<file path="src/core/dcs_map.vh">
// register offsets, field positions and reset values of the control/status block
`ifndef DCS_MAP_VH
`define DCS_MAP_VH

// register byte offsets on the apb
`define DCS_OFF_STATUS     8'h00
`define DCS_OFF_CONTROL    8'h04
`define DCS_OFF_ACQ_CLR    8'h08
`define DCS_OFF_TC_CLR     8'h0C
`define DCS_OFF_DAC_UPD    8'h10
`define DCS_OFF_DACUP_CLR  8'h14
`define DCS_OFF_DIG_OUT    8'h18

// control word fields
`define DCS_CTL_PORTB_EN   15
`define DCS_CTL_PORTA_EN   14
`define DCS_CTL_WAVEFORM_GEN_EN       13
`define DCS_CTL_IRQ_EN     12
`define DCS_CTL_DMA_EN     11
`define DCS_CTL_TC_IRQ_EN  10
`define DCS_CTL_DONE_EN    9
`define DCS_CTL_MODE_HI    8
`define DCS_CTL_MODE_LO    6
`define DCS_CTL_FIFO_THR   5
`define DCS_CTL_RETRIGGER_HOLD     4
`define DCS_CTL_P4_RCV     3
`define DCS_CTL_P4_DRV     2
`define DCS_CTL_P2_RCV     1
`define DCS_CTL_P2_DRV     0
`define DCS_CTL_RESET      16'h0000

// status word fields
`define DCS_ST_DONE        15
`define DCS_ST_BUSY        14
`define DCS_ST_HALF_N      13
`define DCS_ST_NOT_EMPTY   12
`define DCS_ST_TC          11
`define DCS_ST_OVFL_N      8
`define DCS_ST_OVRN_N      7
`define DCS_ST_DACUP       6
`define DCS_ST_RSV_HI      10
`define DCS_ST_RSV_LO      9
`define DCS_ST_LOW_MSB     5

// five-bit interrupt/dma mode codes
`define DCS_M_IN_A         5'h08
`define DCS_M_OUT_A0       5'h09
`define DCS_M_OUT_A1       5'h0A
`define DCS_M_OUT_A01      5'h0B
`define DCS_M_IN_AB        5'h0C
`define DCS_M_IO_B0        5'h0D
`define DCS_M_IO_B1        5'h0E
`define DCS_M_IO_B01       5'h0F
`define DCS_M_FIFO_IRQ     5'h11
`define DCS_M_DAC_IRQ      5'h12
`define DCS_M_BOTH_IRQ     5'h13
`define DCS_M_IN_A_DI      5'h18
`define DCS_M_OUT_A0_FI    5'h19
`define DCS_M_OUT_A1_FI    5'h1A
`define DCS_M_OUT_A01_FI   5'h1B
`define DCS_M_IN_AB_DI     5'h1C
`define DCS_M_PAIR         5'h1E
`define DCS_M_PAIR_FI      5'h1F

`endif

</file>
<file path="src/core/dcs_ctrl.v">
// acquisition board control word, status word, request and trigger routing
//
// Decided for this implementation: the APB register port.
`include "dcs_map.vh"

module dcs_ctrl #(
   parameter LEVEL_W   = 9,     // fifo level width
   parameter FIFO_HALF = 128    // half-full threshold in conversions
) (
   input  wire               CLK,             // 250 MHz clock
   input  wire               RST,             // async reset, active high
   input  wire               PSEL,            // apb select
   input  wire               PENABLE,         // apb access phase
   input  wire               PWRITE,          // apb direction
   input  wire [7:0]         PADDR,           // apb byte address
   input  wire [31:0]        PWDATA,          // apb write data
   output reg  [31:0]        PRDATA,          // apb read data
   output reg                PREADY,          // apb ready
   output reg                PSLVERR,         // apb error on unmapped address
   input  wire               ACQ_START,       // acquisition trigger pulse
   input  wire               ACQ_END,         // sequence ran its course pulse
   input  wire               OVERRUN_N,       // conversion overrun, active low
   input  wire               OVERFLOW_N,      // fifo overflow, active low
   input  wire [LEVEL_W-1:0] FIFO_LEVEL,      // conversions held in adc fifo
   input  wire               DAC_WRITE,       // host wrote either dac
   input  wire               EXT_DAC_UPDATE_N,// external dac update input
   input  wire               DMA_TC_A,        // terminal count pulse channel a
   input  wire               DMA_TC_B,        // terminal count pulse channel b
   input  wire               CNT_FIVE_OUT,    // counter five output
   input  wire               CNT_TWO_OUT,     // counter two output
   input  wire               PIN4_I,          // trigger bus pin4 level
   output reg                PIN4_O,          // trigger bus pin4 drive value
   output reg                PIN4_OE,         // trigger bus pin4 enable
   input  wire               PIN2_I,          // trigger bus pin2 level
   output reg                PIN2_O,          // trigger bus pin2 drive value
   output reg                PIN2_OE,         // trigger bus pin2 enable
   output reg                CNT_ONE_GATE_O,  // counter one gate from pin2
   output reg                CNT_ONE_GATE_OE, // trigger bus drives gate
   output reg  [3:0]         PORT_A_O,        // digital port a value
   output reg                PORT_A_OE,       // digital port a enable
   output reg  [3:0]         PORT_B_O,        // digital port b value
   output reg                PORT_B_OE,       // digital port b enable
   output reg                DAC_LOAD,        // update both dacs, pulse
   output reg  [1:0]         DAC_TARGET,      // output dma target analog_out_zero/analog_out_one
   output reg                ACQ_BUSY,        // acquisition running
   output reg                ACQ_CLEAR,       // clear acquisition circuitry, pulse
   output reg                IRQ,             // board interrupt request
   output reg                DMA_REQ_A,       // dma request channel a
   output reg                DMA_REQ_B        // dma request channel b
);

   reg  [15:0] ctl_q;
   reg  [7:0]  dig_q;
   reg         busy_q;
   reg         trig_prev_q;

   wire [4:0] mode = {ctl_q[`DCS_CTL_IRQ_EN], ctl_q[`DCS_CTL_DMA_EN],
                      ctl_q[`DCS_CTL_MODE_HI:`DCS_CTL_MODE_LO]};

   // apb decode; writes land on the edge where pready is seen high
   wire access   = PSEL & PENABLE;
   wire wr_fire  = access & PREADY & PWRITE;
   wire mapped   = (PADDR == `DCS_OFF_STATUS)  | (PADDR == `DCS_OFF_CONTROL) |
                   (PADDR == `DCS_OFF_ACQ_CLR) | (PADDR == `DCS_OFF_TC_CLR)  |
                   (PADDR == `DCS_OFF_DAC_UPD) | (PADDR == `DCS_OFF_DACUP_CLR) |
                   (PADDR == `DCS_OFF_DIG_OUT);
   wire acq_clr_wr  = wr_fire & (PADDR == `DCS_OFF_ACQ_CLR);
   wire tc_clr_wr   = wr_fire & (PADDR == `DCS_OFF_TC_CLR);
   wire dac_upd_wr  = wr_fire & (PADDR == `DCS_OFF_DAC_UPD);
   wire dacup_clr_wr = wr_fire & (PADDR == `DCS_OFF_DACUP_CLR);

   // fifo thresholds
   wire fifo_some = (FIFO_LEVEL != {LEVEL_W{1'b0}});
   wire fifo_half = (FIFO_LEVEL >= FIFO_HALF[LEVEL_W-1:0]);

   // dac trigger source and falling edge
   // switching the source while the new one sits low looks like an edge
   wire trig_n    = ctl_q[`DCS_CTL_P4_RCV] ? PIN4_I : EXT_DAC_UPDATE_N;
   wire trig_fall = trig_prev_q & ~trig_n;

   // acquisition termination: own end or an error cuts it short
   wire acq_term = busy_q & (ACQ_END | ~OVERRUN_N | ~OVERFLOW_N);

   wire done_flag;
   wire tc_flag;
   wire dacup_flag;
   wire pair_stop;

   // completion flag; only the clear strobe removes it
   dcs_flag u_done (
      .CLK  (CLK),
      .RST  (RST),
      .SET  (acq_term),
      .CLR  (acq_clr_wr),
      .FLAG (done_flag)
   );

   // terminal count flag from either channel
   dcs_flag u_tc (
      .CLK  (CLK),
      .RST  (RST),
      .SET  (DMA_TC_A | DMA_TC_B),
      .CLR  (tc_clr_wr),
      .FLAG (tc_flag)
   );

   // dac update event flag, set on trigger falling edge
   dcs_flag u_dacup (
      .CLK  (CLK),
      .RST  (RST),
      .SET  (trig_fall),
      .CLR  (dacup_clr_wr),
      .FLAG (dacup_flag)
   );

   reg sel_fifo_irq, sel_dac_irq, a_adc, a_dac, b_adc, b_dac, locked;

   // locked pair: a count on either channel halts both until tc clear
   dcs_flag u_pair (
      .CLK  (CLK),
      .RST  (RST),
      .SET  (locked & (DMA_TC_A | DMA_TC_B)),
      .CLR  (tc_clr_wr),
      .FLAG (pair_stop)
   );

   // mode code decode
   always @* begin
      sel_fifo_irq = 1'b0;
      sel_dac_irq  = 1'b0;
      a_adc        = 1'b0;
      a_dac        = 1'b0;
      b_adc        = 1'b0;
      b_dac        = 1'b0;
      locked       = 1'b0;
      case (mode)
         `DCS_M_IN_A: a_adc = 1'b1;
         `DCS_M_OUT_A0, `DCS_M_OUT_A1, `DCS_M_OUT_A01: a_dac = 1'b1;
         `DCS_M_IN_AB: begin
            a_adc = 1'b1;
            b_adc = 1'b1;
         end
         `DCS_M_IO_B0, `DCS_M_IO_B1, `DCS_M_IO_B01: begin
            a_adc = 1'b1;
            b_dac = 1'b1;
         end
         `DCS_M_FIFO_IRQ: sel_fifo_irq = 1'b1;
         `DCS_M_DAC_IRQ:  sel_dac_irq  = 1'b1;
         `DCS_M_BOTH_IRQ: begin
            sel_fifo_irq = 1'b1;
            sel_dac_irq  = 1'b1;
         end
         `DCS_M_IN_A_DI: begin
            a_adc       = 1'b1;
            sel_dac_irq = 1'b1;
         end
         `DCS_M_OUT_A0_FI, `DCS_M_OUT_A1_FI, `DCS_M_OUT_A01_FI: begin
            a_dac        = 1'b1;
            sel_fifo_irq = 1'b1;
         end
         `DCS_M_IN_AB_DI: begin
            a_adc       = 1'b1;
            b_adc       = 1'b1;
            sel_dac_irq = 1'b1;
         end
         `DCS_M_PAIR: begin
            a_dac  = 1'b1;
            b_dac  = 1'b1;
            locked = 1'b1;
         end
         `DCS_M_PAIR_FI: begin
            a_dac        = 1'b1;
            b_dac        = 1'b1;
            locked       = 1'b1;
            sel_fifo_irq = 1'b1;
         end
         default: sel_fifo_irq = 1'b0; // remaining codes request nothing
      endcase
   end

   // adc request: one conversion or half-full, drain to empty after completion
   reg fifo_req;
   always @* begin
      if (ctl_q[`DCS_CTL_FIFO_THR]) begin
         fifo_req = fifo_half | (done_flag & fifo_some);
      end else begin
         fifo_req = fifo_some;
      end
   end

   // interrupt sources; mode interrupts need the global bit inside the code
   wire irq_d = (ctl_q[`DCS_CTL_TC_IRQ_EN] & tc_flag) |
                (ctl_q[`DCS_CTL_DONE_EN] & done_flag) |
                (sel_fifo_irq & fifo_req) |
                (sel_dac_irq & dacup_flag);

   // dma requests; no request at all with the enable clear
   wire dma_go  = ctl_q[`DCS_CTL_DMA_EN] & ~pair_stop;
   wire dma_a_d = dma_go & ((a_adc & fifo_req) | (a_dac & dacup_flag));
   wire dma_b_d = dma_go & ((b_adc & fifo_req) | (b_dac & dacup_flag));

   // dac load: direct on write, or trigger/strobe in waveform mode
   wire dac_load_d = ctl_q[`DCS_CTL_WAVEFORM_GEN_EN] ? (trig_fall | dac_upd_wr)
                                          : DAC_WRITE;

   // retrigger allowed only when idle and, under hold, after the clear
   wire start_ok = ACQ_START & ~busy_q &
                   ~(ctl_q[`DCS_CTL_RETRIGGER_HOLD] & done_flag);

   // status word assembly
   wire [15:0] status_w;
   assign status_w[`DCS_ST_DONE]      = done_flag;
   assign status_w[`DCS_ST_BUSY]      = busy_q;
   assign status_w[`DCS_ST_HALF_N]    = ~fifo_half;
   assign status_w[`DCS_ST_NOT_EMPTY] = fifo_some;
   assign status_w[`DCS_ST_TC]        = tc_flag;
   // per-channel count and calibration bits live outside this block, read zero
   assign status_w[`DCS_ST_RSV_HI:`DCS_ST_RSV_LO] = 2'h0;
   assign status_w[`DCS_ST_OVFL_N]    = OVERFLOW_N;
   assign status_w[`DCS_ST_OVRN_N]    = OVERRUN_N;
   assign status_w[`DCS_ST_DACUP]     = dacup_flag;
   assign status_w[`DCS_ST_LOW_MSB:0] = 6'h00;

   // apb slave: one wait state, ready and data from flops
   always @(posedge CLK or posedge RST) begin
      if (RST) begin
         PREADY  <= 1'b0;
         PSLVERR <= 1'b0;
         PRDATA  <= 32'h00000000;
      end else begin
         PREADY  <= access & ~PREADY;
         PSLVERR <= access & ~PREADY & ~mapped;
         if (access & ~PREADY & ~PWRITE & (PADDR == `DCS_OFF_STATUS)) begin
            PRDATA <= {16'h0000, status_w};
         end else begin
            PRDATA <= 32'h00000000; // write-only words read as zero
         end
      end
   end

   // writable registers; the control word has no read path, so software
   // has to keep its own copy of it
   always @(posedge CLK or posedge RST) begin
      if (RST) begin
         ctl_q <= `DCS_CTL_RESET;
         dig_q <= 8'h00;
      end else begin
         if (wr_fire & (PADDR == `DCS_OFF_CONTROL)) begin
            ctl_q <= PWDATA[15:0];
         end
         if (wr_fire & (PADDR == `DCS_OFF_DIG_OUT)) begin
            dig_q <= PWDATA[7:0];
         end
      end
   end

   // acquisition progress; clear strobe cancels a running sequence
   always @(posedge CLK or posedge RST) begin
      if (RST) begin
         busy_q <= 1'b0;
      end else if (start_ok) begin
         busy_q <= 1'b1;
      end else if (acq_term | acq_clr_wr) begin
         busy_q <= 1'b0;
      end
   end

   // trigger history starts high so reset is not seen as an edge
   always @(posedge CLK or posedge RST) begin
      if (RST) begin
         trig_prev_q <= 1'b1;
      end else begin
         trig_prev_q <= trig_n;
      end
   end

   // registered outputs; adds one cycle of latency to every request
   always @(posedge CLK or posedge RST) begin
      if (RST) begin
         PIN4_O          <= 1'b0;
         PIN4_OE         <= 1'b0;
         PIN2_O          <= 1'b0;
         PIN2_OE         <= 1'b0;
         CNT_ONE_GATE_O  <= 1'b0;
         CNT_ONE_GATE_OE <= 1'b0;
         PORT_A_O        <= 4'h0;
         PORT_A_OE       <= 1'b0;
         PORT_B_O        <= 4'h0;
         PORT_B_OE       <= 1'b0;
         DAC_LOAD        <= 1'b0;
         DAC_TARGET      <= 2'h0;
         ACQ_BUSY        <= 1'b0;
         ACQ_CLEAR       <= 1'b0;
         IRQ             <= 1'b0;
         DMA_REQ_A       <= 1'b0;
         DMA_REQ_B       <= 1'b0;
      end else begin
         PIN4_O          <= CNT_FIVE_OUT;
         PIN4_OE         <= ctl_q[`DCS_CTL_P4_DRV];
         PIN2_O          <= CNT_TWO_OUT;
         PIN2_OE         <= ctl_q[`DCS_CTL_P2_DRV];
         CNT_ONE_GATE_O  <= PIN2_I;
         CNT_ONE_GATE_OE <= ctl_q[`DCS_CTL_P2_RCV];
         PORT_A_O        <= dig_q[3:0];
         PORT_A_OE       <= ctl_q[`DCS_CTL_PORTA_EN];
         PORT_B_O        <= dig_q[7:4];
         PORT_B_OE       <= ctl_q[`DCS_CTL_PORTB_EN];
         DAC_LOAD        <= dac_load_d;
         DAC_TARGET      <= (a_dac | b_dac) ? mode[1:0] : 2'h0;
         ACQ_BUSY        <= busy_q;
         ACQ_CLEAR       <= acq_clr_wr;
         IRQ             <= irq_d;
         DMA_REQ_A       <= dma_a_d;
         DMA_REQ_B       <= dma_b_d;
      end
   end

endmodule // dcs_ctrl

</file>
<file path="src/core/dcs_flag.v">
// sticky event flag with set-over-clear priority
module dcs_flag (
   input  wire CLK,    // system clock
   input  wire RST,    // async reset, active high
   input  wire SET,    // one-cycle set event
   input  wire CLR,    // one-cycle clear event
   output wire FLAG    // sticky flag
);

   reg flag_q;

   // set beats clear so an event in the clear cycle survives
   always @(posedge CLK or posedge RST) begin
      if (RST) begin
         flag_q <= 1'b0;
      end else if (SET) begin
         flag_q <= 1'b1;
      end else if (CLR) begin
         flag_q <= 1'b0;
      end
   end

   assign FLAG = flag_q;

endmodule // dcs_flag

</file>
<file path="config.mk">
export PLATFORM = sky130hd
export DESIGN_NAME = dcs_ctrl
export DESIGN_NICKNAME = d
export VERILOG_FILES = /design/src/core/dcs_ctrl.v /design/src/core/dcs_flag.v
export VERILOG_INCLUDE_DIRS = /design/src /design/src/core
export SDC_FILE = /design/constraint.sdc
export NUM_CORES = 1
export LEC_CHECK = 0
export ABC_CLOCK_PERIOD_IN_PS = 1700
export BUFFER_PORTS_ARGS = -buffer_cell sky130_fd_sc_hd__buf_2
export CAP_MARGIN = 20
export CORE_MARGIN = 8
export CORE_UTILIZATION = 41
export CTS_CLUSTER_SIZE = 20
export DETAILED_ROUTE_END_ITERATION = 10
export MAX_ROUTING_LAYER = met4
export PLACE_DENSITY = 0.71
export SYNTH_ARGS = -nofsm -noshare
export SYNTH_HDL_FRONTEND = slang
export SYNTH_SLANG_ARGS = --single-unit
</file>
<file path="constraint.sdc">
create_clock -name CLK -period 1.7 [get_ports CLK]
set_clock_uncertainty 0.1 [all_clocks]
set_input_delay 0.17 -clock CLK [delete_from_list [all_inputs] [get_ports CLK]]
set_output_delay 0.17 -clock CLK [all_outputs]
set_load 0.02 [all_outputs]
</file>
After elaboration in Yosys (flattened, before gate mapping)
Cells that the tools add are included.
- register bits: 88
- input port bits: 66
- word-level logic and storage cells: 147
- order comparisons: 1
- equal/unequal tests: 24
- mux-type cells: 21
- bitwise operators: 59
- reduce and logical (&&, ||, !) cells: 14
- operators with widths (kind ; count):
    $eq A5 B5 Y1 const B ; 10
    $eq A5 B4 Y1 const B ; 8
    $and A1 B1 Y1 ; 31
    $eq A8 B5 Y1 const B ; 3
    $mux W1 ; 19
    $or A1 B1 Y1 ; 18
    $eq A8 B4 Y1 const B ; 2
    $mux W16 ; 1
    $not A1 Y1 ; 10
    $reduce_bool A2 Y1 ; 5
    $ge A9 B8 Y1 const B ; 1
    $reduce_bool A9 Y1 ; 1
    $eq A8 B3 Y1 const B ; 1
    $logic_not A8 Y1 ; 1
    $reduce_or A8 Y1 ; 1
    $reduce_or A7 Y1 ; 1
    $reduce_or A6 Y1 ; 1
    $reduce_or A5 Y1 ; 1
    $reduce_or A2 Y1 ; 2
    $reduce_or A4 Y1 ; 1
    $mux W2 ; 1

Depth between registers and ports, before layout
Gate-level depths: netlist of run 1.
- word-level depth: 9
- gate-level depth with buffers: 6

By module
A second synthesis of run 1 with hierarchy kept.
- cells, all modules: 201
- area, all modules: 2631.3 um2
- by module, submodules not included (module ; instances ; cells each ; area each (um2) ; sequential area each (um2)):
    dcs_ctrl ; 1 ; 185 ; 2471.1 ; 1502.7
    dcs_flag ; 4 ; 4 ; 40.0 ; 25.0

Worst setup path before layout of run 1
No wires, ideal clock.
- kind: flip-flop to flip-flop
- start: reg PREADY
- end: reg ctl_q[10]
- arrival: 1691 ps
- required time: 1475 ps
- setup slack: -216 ps
- cell stages (with the launch flop): 7
- buffers on the path: 2
- period minus slack after synthesis: 1916 ps
- path through: dfrtp_1 -> and4_1 -> nand3b_1 -> or3_1 -> buf_6 -> buf_12 -> mux2_4
- cells in the longest elaborated chain, start to end: 3
- ends and longest elaborated chain (element ; RTL line ; RTL):
    start: declaration ; dcs_ctrl.v:18 ; output reg PREADY,
    start signal: assignment ; dcs_ctrl.v:231 ; PREADY <= access & ~PREADY;
    $and A1 B1 Y1 (2 in series) ; dcs_ctrl.v:62 ; wire wr_fire = access & PREADY & PWRITE;
    $and A1 B1 Y1 ; dcs_ctrl.v:248 ; if (wr_fire & (PADDR == `DCS_OFF_CONTROL)) begin
    end signal: assignment ; dcs_ctrl.v:245 ; ctl_q <= `DCS_CTL_RESET;
    end signal: assignment ; dcs_ctrl.v:249 ; ctl_q <= PWDATA[15:0];
    end: declaration ; dcs_ctrl.v:52 ; reg [15:0] ctl_q;
No other way between the ends.
A chain may end at the register's enable or synchronous reset.

Worst setup path in the final report of run 1
- start: reg PREADY
- end: reg ctl_q[15]
Same word-level chain as after synthesis.

==> impl_results.md, run 1 <==
* Cell variety after synth at 40
* VDD IR max at 0.4796 mV
* First-pass GRT wire length at 9280 um
* Synthesized area per cell at ~14 sq um
* Worst path cell trace: and4_1, nand3b_1, or3_4, buf_12, mux2_4
* Initial antenna violation count at 0
* Commonest cells in the netlist: 63 x dfrtp_1, 24 x buf_4, 15 x mux2_2
* Leak at between 1.5 and 2 nW
* Critical Path Start Type: flop
* Die H at 95.42 um
* Max Used Layer: met4
* Total grt overflow at 0
* Slowest stage cell on the critical path: dfrtp_2
* Sequential area share after synthesis at 61.97%
* Cts bufs inserted at 9
* Synth area leader: dfrtp_1
* Synth top area share at 60.96%
* Final net count at 387
* DRT met1 WL at 2281 um
* Synth top area cells: dfrtp_1 61%, buf_4 7.0%, mux2_2 6.5%
* 1st-pass router iterations at 4
* Starting Density at between 40% and 50%
* Port-buffer cells at 83
* Total core area at 6241 sq um
* Largest net degree at the start of global routing at 36
* Fin crit period at 1.789 ns
* Setup WS post-layout at -0.08924 ns
* Post-synth ARST share at between 90% and 100%
* Most common cell in the netlist: dfrtp_1
* Final setup vio count at 16
* Status: finished, violations left
* Max-slew violation total from the final report at 0
* Worst hold path class: in -> reg
* Area grow syn2layout at 36.82%
* CP Launch Point: PREADY$_DFF_PP0_
* Data required time of the critical path at roughly 1.8 ns
* Setup slack after placement at -0.1195 ns
* Post-Syn Area at 2586 sq um
* EDFF count, synth at 0
* Syn Inst Count at 190
* Layout cells sized above 1 at 42.33%
* Final Cycle Share at 105.2%
* Final Util at 56.70%
* Met2 WL at between 3000 and 4000 um
* F_max at between 500 and 600 MHz
* Antenna Nets Post-Route at 0
* CTS H-tree depth at 3
* Post-placement cell area at 3047 sq um
* Routed WL per cell at roughly 15 um
* WL met3 at 431 um
* RSZ-0062 raised after global routing: yes
* Drc violations at 0
* Die Wd at 95.42 um
* Root Driver: clkbuf_8
* Failing checks: negative setup slack
* Routed via count at about 1.9k
* Cells on worst reg2reg path at 5
* Global placement routability congestion at 0.7937
* CP Class: reg -> reg
* Yosys Warn Count at 0
* CP Capture Type: flop
* Top_reg_cell synth: dfrtp_1
* FF-to-FF Start: PREADY$_DFF_PP0_
* Die Area at 9105 sq um
* Max cap viols at 0
* DRT Wirelength at 5876 um
* Critical-path maximum fanout at 16
* TritonCTS clock tree: done
* CP arrival at 1.89 ns
* CTS Sinks at 64
* Final hold vios at 0
* Pwr/cell area at 817.2 nW/um^2
* N_diodes at 0
* Post-DP HPWL at about 4100 um
* CTS Buffer Depth at 2
* DR iter-0 viols at 59
* Post-route design area at 3538 sq um
* Max incr delay on CP at 0.37 ns
* Min-delay src: DAC_WRITE
* Synth Register Bits at 64
* CTS clk-pin slew, worst paths at 0.07 ns
* Number of cell rows at 29
* Vias in the first global route at around 2.0k
* Ports at 124
* Total GRT Usage at 13.74%
* Cells on Worst Hold Path at 3
* Worst skew pair latency at 0.33 ns
* Via density at 4.648
==> stage by stage <==
stage / hold slack, ns / power [mW] / instances / setup TNS [ns]
2_1_floorplan: 0.1014 / 1.724 / 213 / -1.438
3_5_place_dp: 0.1826 / 1.777 / 354 / -1.952
6_report: 0.02497 / 2.891 / 403 / -1.051
3_3_place_gp: 0.1783 / 1.772 / 354 / -1.508
4_1_cts: 0.005501 / 2.937 / 402 / -0.1534
5_1_grt: 0.008831 / 3.032 / 403 / -1.389
==> where the power goes <==
part / leakage (nW) / switching [mW] / internal (mW) / total, mW
combinational: 0.978 / 0.148 / 0.115 / 0.262
clock: 0.0817 / 0.512 / 0.570 / 1.08
sequential: 0.860 / 0.00668 / 1.54 / 1.55
==> layer usage <==
| layer | track usage [%] | vias to the layer above |
|---|---|---|
| met4 | 7.298 | 0 |
| met1 | 14.89 | 918 |
| met2 | 23.01 | 70 |
| met5 | - | - |
| met3 | 3.150 | 17 |
| li1 | - | 868 |
==> placed cells by master (no fill, tap or decap), types with 2 or more instances in the layout <==
master	instances
mux2_4	10
o21ai_0	5
nand3_1	5
nor2b_1	4
nand2_1	7
o211ai_1	3
nand3b_1	4
clkbuf_1	5
buf_2	83
buf_4	9
mux2_2	15
clkbuf_8	10
and2_1	8
inv_1	4
conb_1	24
nor3_1	4
dfrtp_1	62
nor2_1	6
a31oi_1	2
dlygate4sd3_1	31
==> critical path, delay by kind of cell (launching register included) <==
kind | cells | cell delay [ns]
muxes | 1 | 0.30
DFF | 1 | 0.37
buffers and inverters | 1 | 0.17
and+or+nand+nor | 3 | 0.72
==> flip-flops by register name, summed over array words and instances (netlist names), 2 cells and up <==
| register | flops |
|---|---|
| dig_q | 8 |
| PORT_A_O | 4 |
| PRDATA | 8 |
| PORT_B_O | 4 |
| ctl_q | 16 |
| DAC_TARGET | 2 |
==> final timing paths <==
check / endpoint / slack, ns
setup / recovery: ctl_q[15]$_DFFE_PP0P_ / -0.09
hold / removal: DAC_LOAD$_DFF_PP0_ / 0.02
setup reg to reg: ctl_q[15]$_DFFE_PP0P_ / -0.09
hold reg to reg: PORT_B_O[0]$_DFF_PP0_ / 0.26
max in group asynchronous: dig_q[7]$_DFFE_PP0P_ / 0.77
min in group asynchronous: PREADY$_DFF_PP0_ / 0.38
==> timing repair <==
action,in CTS,in global routing
hold endpoints to repair,98,0
hold buffers,31,0
resized for setup,1,0
pin swaps,1,1
setup buffers,1,1
setup endpoints to repair,16,24
==> final cells by class <==
type                       instances  area (sq um)
clock buffer                      15         156.4
tap                               77         96.34
sequential                        64          1604
multi-input combinational        117         840.8
clock inverter                     1         5.005
fill                             543          2703
timing repair buffer             124         813.3
inverter                           5         22.52
==> cell families (layout without fill, tap and decap cells) <==
group | Yosys count | in the layout | synth area share [%]
AND/OR/NAND/NOR | 49 | 49 | 11.32
buffers and inverters | 32 | 145 | 9.047
flip-flops | 64 | 64 | 61.97
AO/OA/AOI/OAI | 19 | 19 | 5.177
multiplexers | 25 | 25 | 12.34
other | 1 | 24 | 0.1450
(Power assumes the default switching activity.)
==> run 2, diff against run 1 <==
SETUP_SLACK_MARGIN = 0.15   (was unset)
==> run 2 against run 1 <==
Effect of this change:
- the run still ends with negative setup slack left
- setup slack improved by 0.065 ns
- critical path depth did not move
- global-route usage up 0.73 points
- clock power up 23%
- largest power group unchanged
- flip-flop and latch count unchanged
==> impl_results.md, run 2 (synthesis results as in run 1) <==
* Starting Density at 41.44% (unchanged)
* Failing checks: negative setup slack (unchanged)
* Routed WL per cell at 14.53 um (was 14.58 um)
* Ports at 124 (unchanged)
* Max-slew violation total from the final report at 0 (unchanged)
* Area grow syn2layout at 43.49% (was 36.82%)
* Total GRT Usage at 14.47% (was 13.74%)
* Final net count at 392 (was 387)
* Initial antenna violation count at 0 (unchanged)
* DR iter-0 viols at 36 (was 59)
* Commonest non-fill, non-tap cell in the layout: buf_2 (unchanged)
* CTS clk-pin slew, worst paths at 0.07 ns (about the same)
* Routed via count at 1821 (was 1873)
* Die Wd at 95.42 um (unchanged)
* Top reg by flops: ctl_q (unchanged)
* CTS Buffer Depth at 2 (unchanged)
* Status: finished, violations left (unchanged)
* Most frequent cells in the layout: 83 x buf_2, 62 x dfrtp_1, 31 x dlygate4sd3_1, 24 x conb_1, 18 x mux2_4 (was 83 x buf_2, 62 x dfrtp_1, 31 x dlygate4sd3_1, 24 x conb_1, 15 x mux2_2)
* Fillers at 511 (was 543)
* Worst skew pair latency at 0.34 ns (was 0.33 ns)
* Global placement routability congestion at 0.7737 (was 0.7937)
* CP arrival at 1.84 ns (was 1.89 ns)
* Total grt overflow at 0 (unchanged)
* Placed Cells at 359 (was 354)
* Pwr/cell area at 848.3 nW/um^2 (was 817.2 nW/um^2)
* Top flop regs: ctl_q x16, PRDATA x8, dig_q x8 (unchanged)
* Final hold vios at 0 (unchanged)
* Die H at 95.42 um (unchanged)
* Cts bufs inserted at 9 (unchanged)
* VDD IR max at 0.5105 mV (was 0.4796 mV)
* Port-buffer cells at 83 (unchanged)
* Post-route design area at 3711 sq um (was 3538 sq um)
* Crit path buffers/inverters at 1 (unchanged)
* Root Driver: clkbuf_8 (unchanged)
* Final Cycle Share at 101.4% (was 105.2%)
* First-pass GRT wire length at 9570 um (was 9280 um)
* 1st-pass router iterations at 4 (unchanged)
* TritonCTS clock tree: done (unchanged)
* Antenna Nets Post-Route at 0 (unchanged)
* Slowest stage cell on the critical path: or3_4 (was dfrtp_2)
* Data required time of the critical path at 1.81 ns (was 1.80 ns)
* CTS Sinks at 64 (unchanged)
* Drc violations at 0 (unchanged)
* Setup WS post-layout at -0.02404 ns (was -0.08924 ns)
* Layout cells sized above 1 at 45.32% (was 42.33%)
* Die Area at 9105 sq um (unchanged)
* Number of cell rows at 29 (unchanged)
* Leak at 1.992 nW (was 1.919 nW)
* Worst path cell trace: and4_1, nand3b_1, or3_4, buf_12, mux2_4 (unchanged)
* Critical-path maximum fanout at 10 (was 16)
* CP Class: reg -> reg (unchanged)
* Post-DP HPWL at 4340 um (was 4127 um)
* Final TNS setup at -0.1303 ns (was -1.051 ns)
* Post-placement cell area at 3128 sq um (was 3047 sq um)
* Post-route insts no fill at 408 (was 403)
* CP Capture Type: flop (unchanged)
* Final setup vio count at 11 (was 16)
* N_diodes at 0 (unchanged)
* Max cap viols at 0 (unchanged)
* Critical Path Start Type: flop (unchanged)
* Largest net degree at the start of global routing at 30 (was 36)
* Fin crit period at 1.724 ns (was 1.789 ns)
* CTS H-tree depth at 3 (unchanged)
* RSZ-0062 raised after global routing: yes (unchanged)
* Largest register FFs at 16 (unchanged)
* Total core area at 6241 sq um (unchanged)
* Vias in the first global route at 2003 (was 2000)
* Max incr delay on CP at 0.37 ns (about the same)
* F_max at 580.0 MHz (was 558.9 MHz)
* Worst hold path class: in -> reg (unchanged)
* DRT Wirelength at 5928 um (was 5876 um)
* Via density at 4.463 (was 4.648)
* Setup slack after placement at -0.1128 ns (was -0.1195 ns)
* Crit path max-delay family: simple AND/OR/NAND/NOR gates (unchanged)
-- run 2: cell count changes in the layout (fill, tap and decap cells not counted), moves of 2 or more --
cell,previous run,this run
buf_6,0,6
clkbuf_1,5,0
mux2_4,10,18
mux2_2,15,7
buf_4,9,7
clkinvlp_4,1,3
-- run 2: repair_timing --
action	in CTS	in global routing
hold buffers	31	0
gates resized for setup	7	5
hold endpoints to repair	54	0
buffers inserted	1	1
pin swaps	2	2
endpoints found under the setup margin	24	26
-- run 2: worst paths after layout --
path | slack [ns] | cells past startpoint | from | end
worst max-delay path | -0.02 | 5 | PREADY$_DFF_PP0_ | ctl_q[10]$_DFFE_PP0P_
worst max register to register | -0.02 | 5 | PREADY$_DFF_PP0_ | ctl_q[10]$_DFFE_PP0P_
worst min-delay path | 0.04 | 3 | ACQ_END | busy_q$_DFFE_PP0P_
min in group asynchronous | 0.30 | 3 | RST | PIN2_O$_DFF_PP0_
max in group asynchronous | 0.62 | 4 | RST | trig_prev_q$_DFF_PP1_
worst min register to register | 0.27 | 0 | ctl_q[2]$_DFFE_PP0P_ | PIN4_OE$_DFF_PP0_
-- run 2: layout make-up --
type / count / area, sq um / share of cell area (%)
sequential: 64 / 1604 / 43.22
multi-input combinational: 117 / 895.9 / 24.14
timing repair buffer: 129 / 885.9 / 23.87
clock buffer: 11 / 151.4 / 4.080
tap: 77 / 96.34 / 2.596
clock inverter: 5 / 55.05 / 1.483
inverter: 5 / 22.52 / 0.6069
-- run 2: power by group --
group	switching, mW	total [mW]	internal (mW)
Combinational	0.150	0.270	0.120
Clock	0.581	1.33	0.751
Sequential	0.00654	1.55	1.54
-- run 2: per-stage QoR --
| stage | power [mW] | util (%) | hold slack (ns) |
|---|---|---|---|
| after CTS | 3.193 | 58.98 | 0.02367 |
| final | 3.148 | 59.46 | 0.04036 |
| after detailed placement | 1.787 | 50.12 | 0.1233 |
| after global routing | 3.293 | 59.46 | 0.02958 |
| after floorplan | 1.724 | - | 0.1014 |
| after global placement | 1.782 | 50.12 | 0.1200 |
-- run 2: worst register-to-register path, cell delays in order, from the launching register on --
cell and delay [ns]:
dfrtp_2 0.36, and4_1 0.20, nand3b_1 0.12, or3_4 0.37, buf_12 0.16, mux2_4 0.30
-- run 2: routing by layer --
| metal | track usage [%] | wire, um |
|---|---|---|
| met1 | 17.15 | 2533 |
| met4 | 5.890 | 61 |
| met2 | 22.21 | 2887 |
| met3 | 4.803 | 445 |
| met5 | - | 0 |
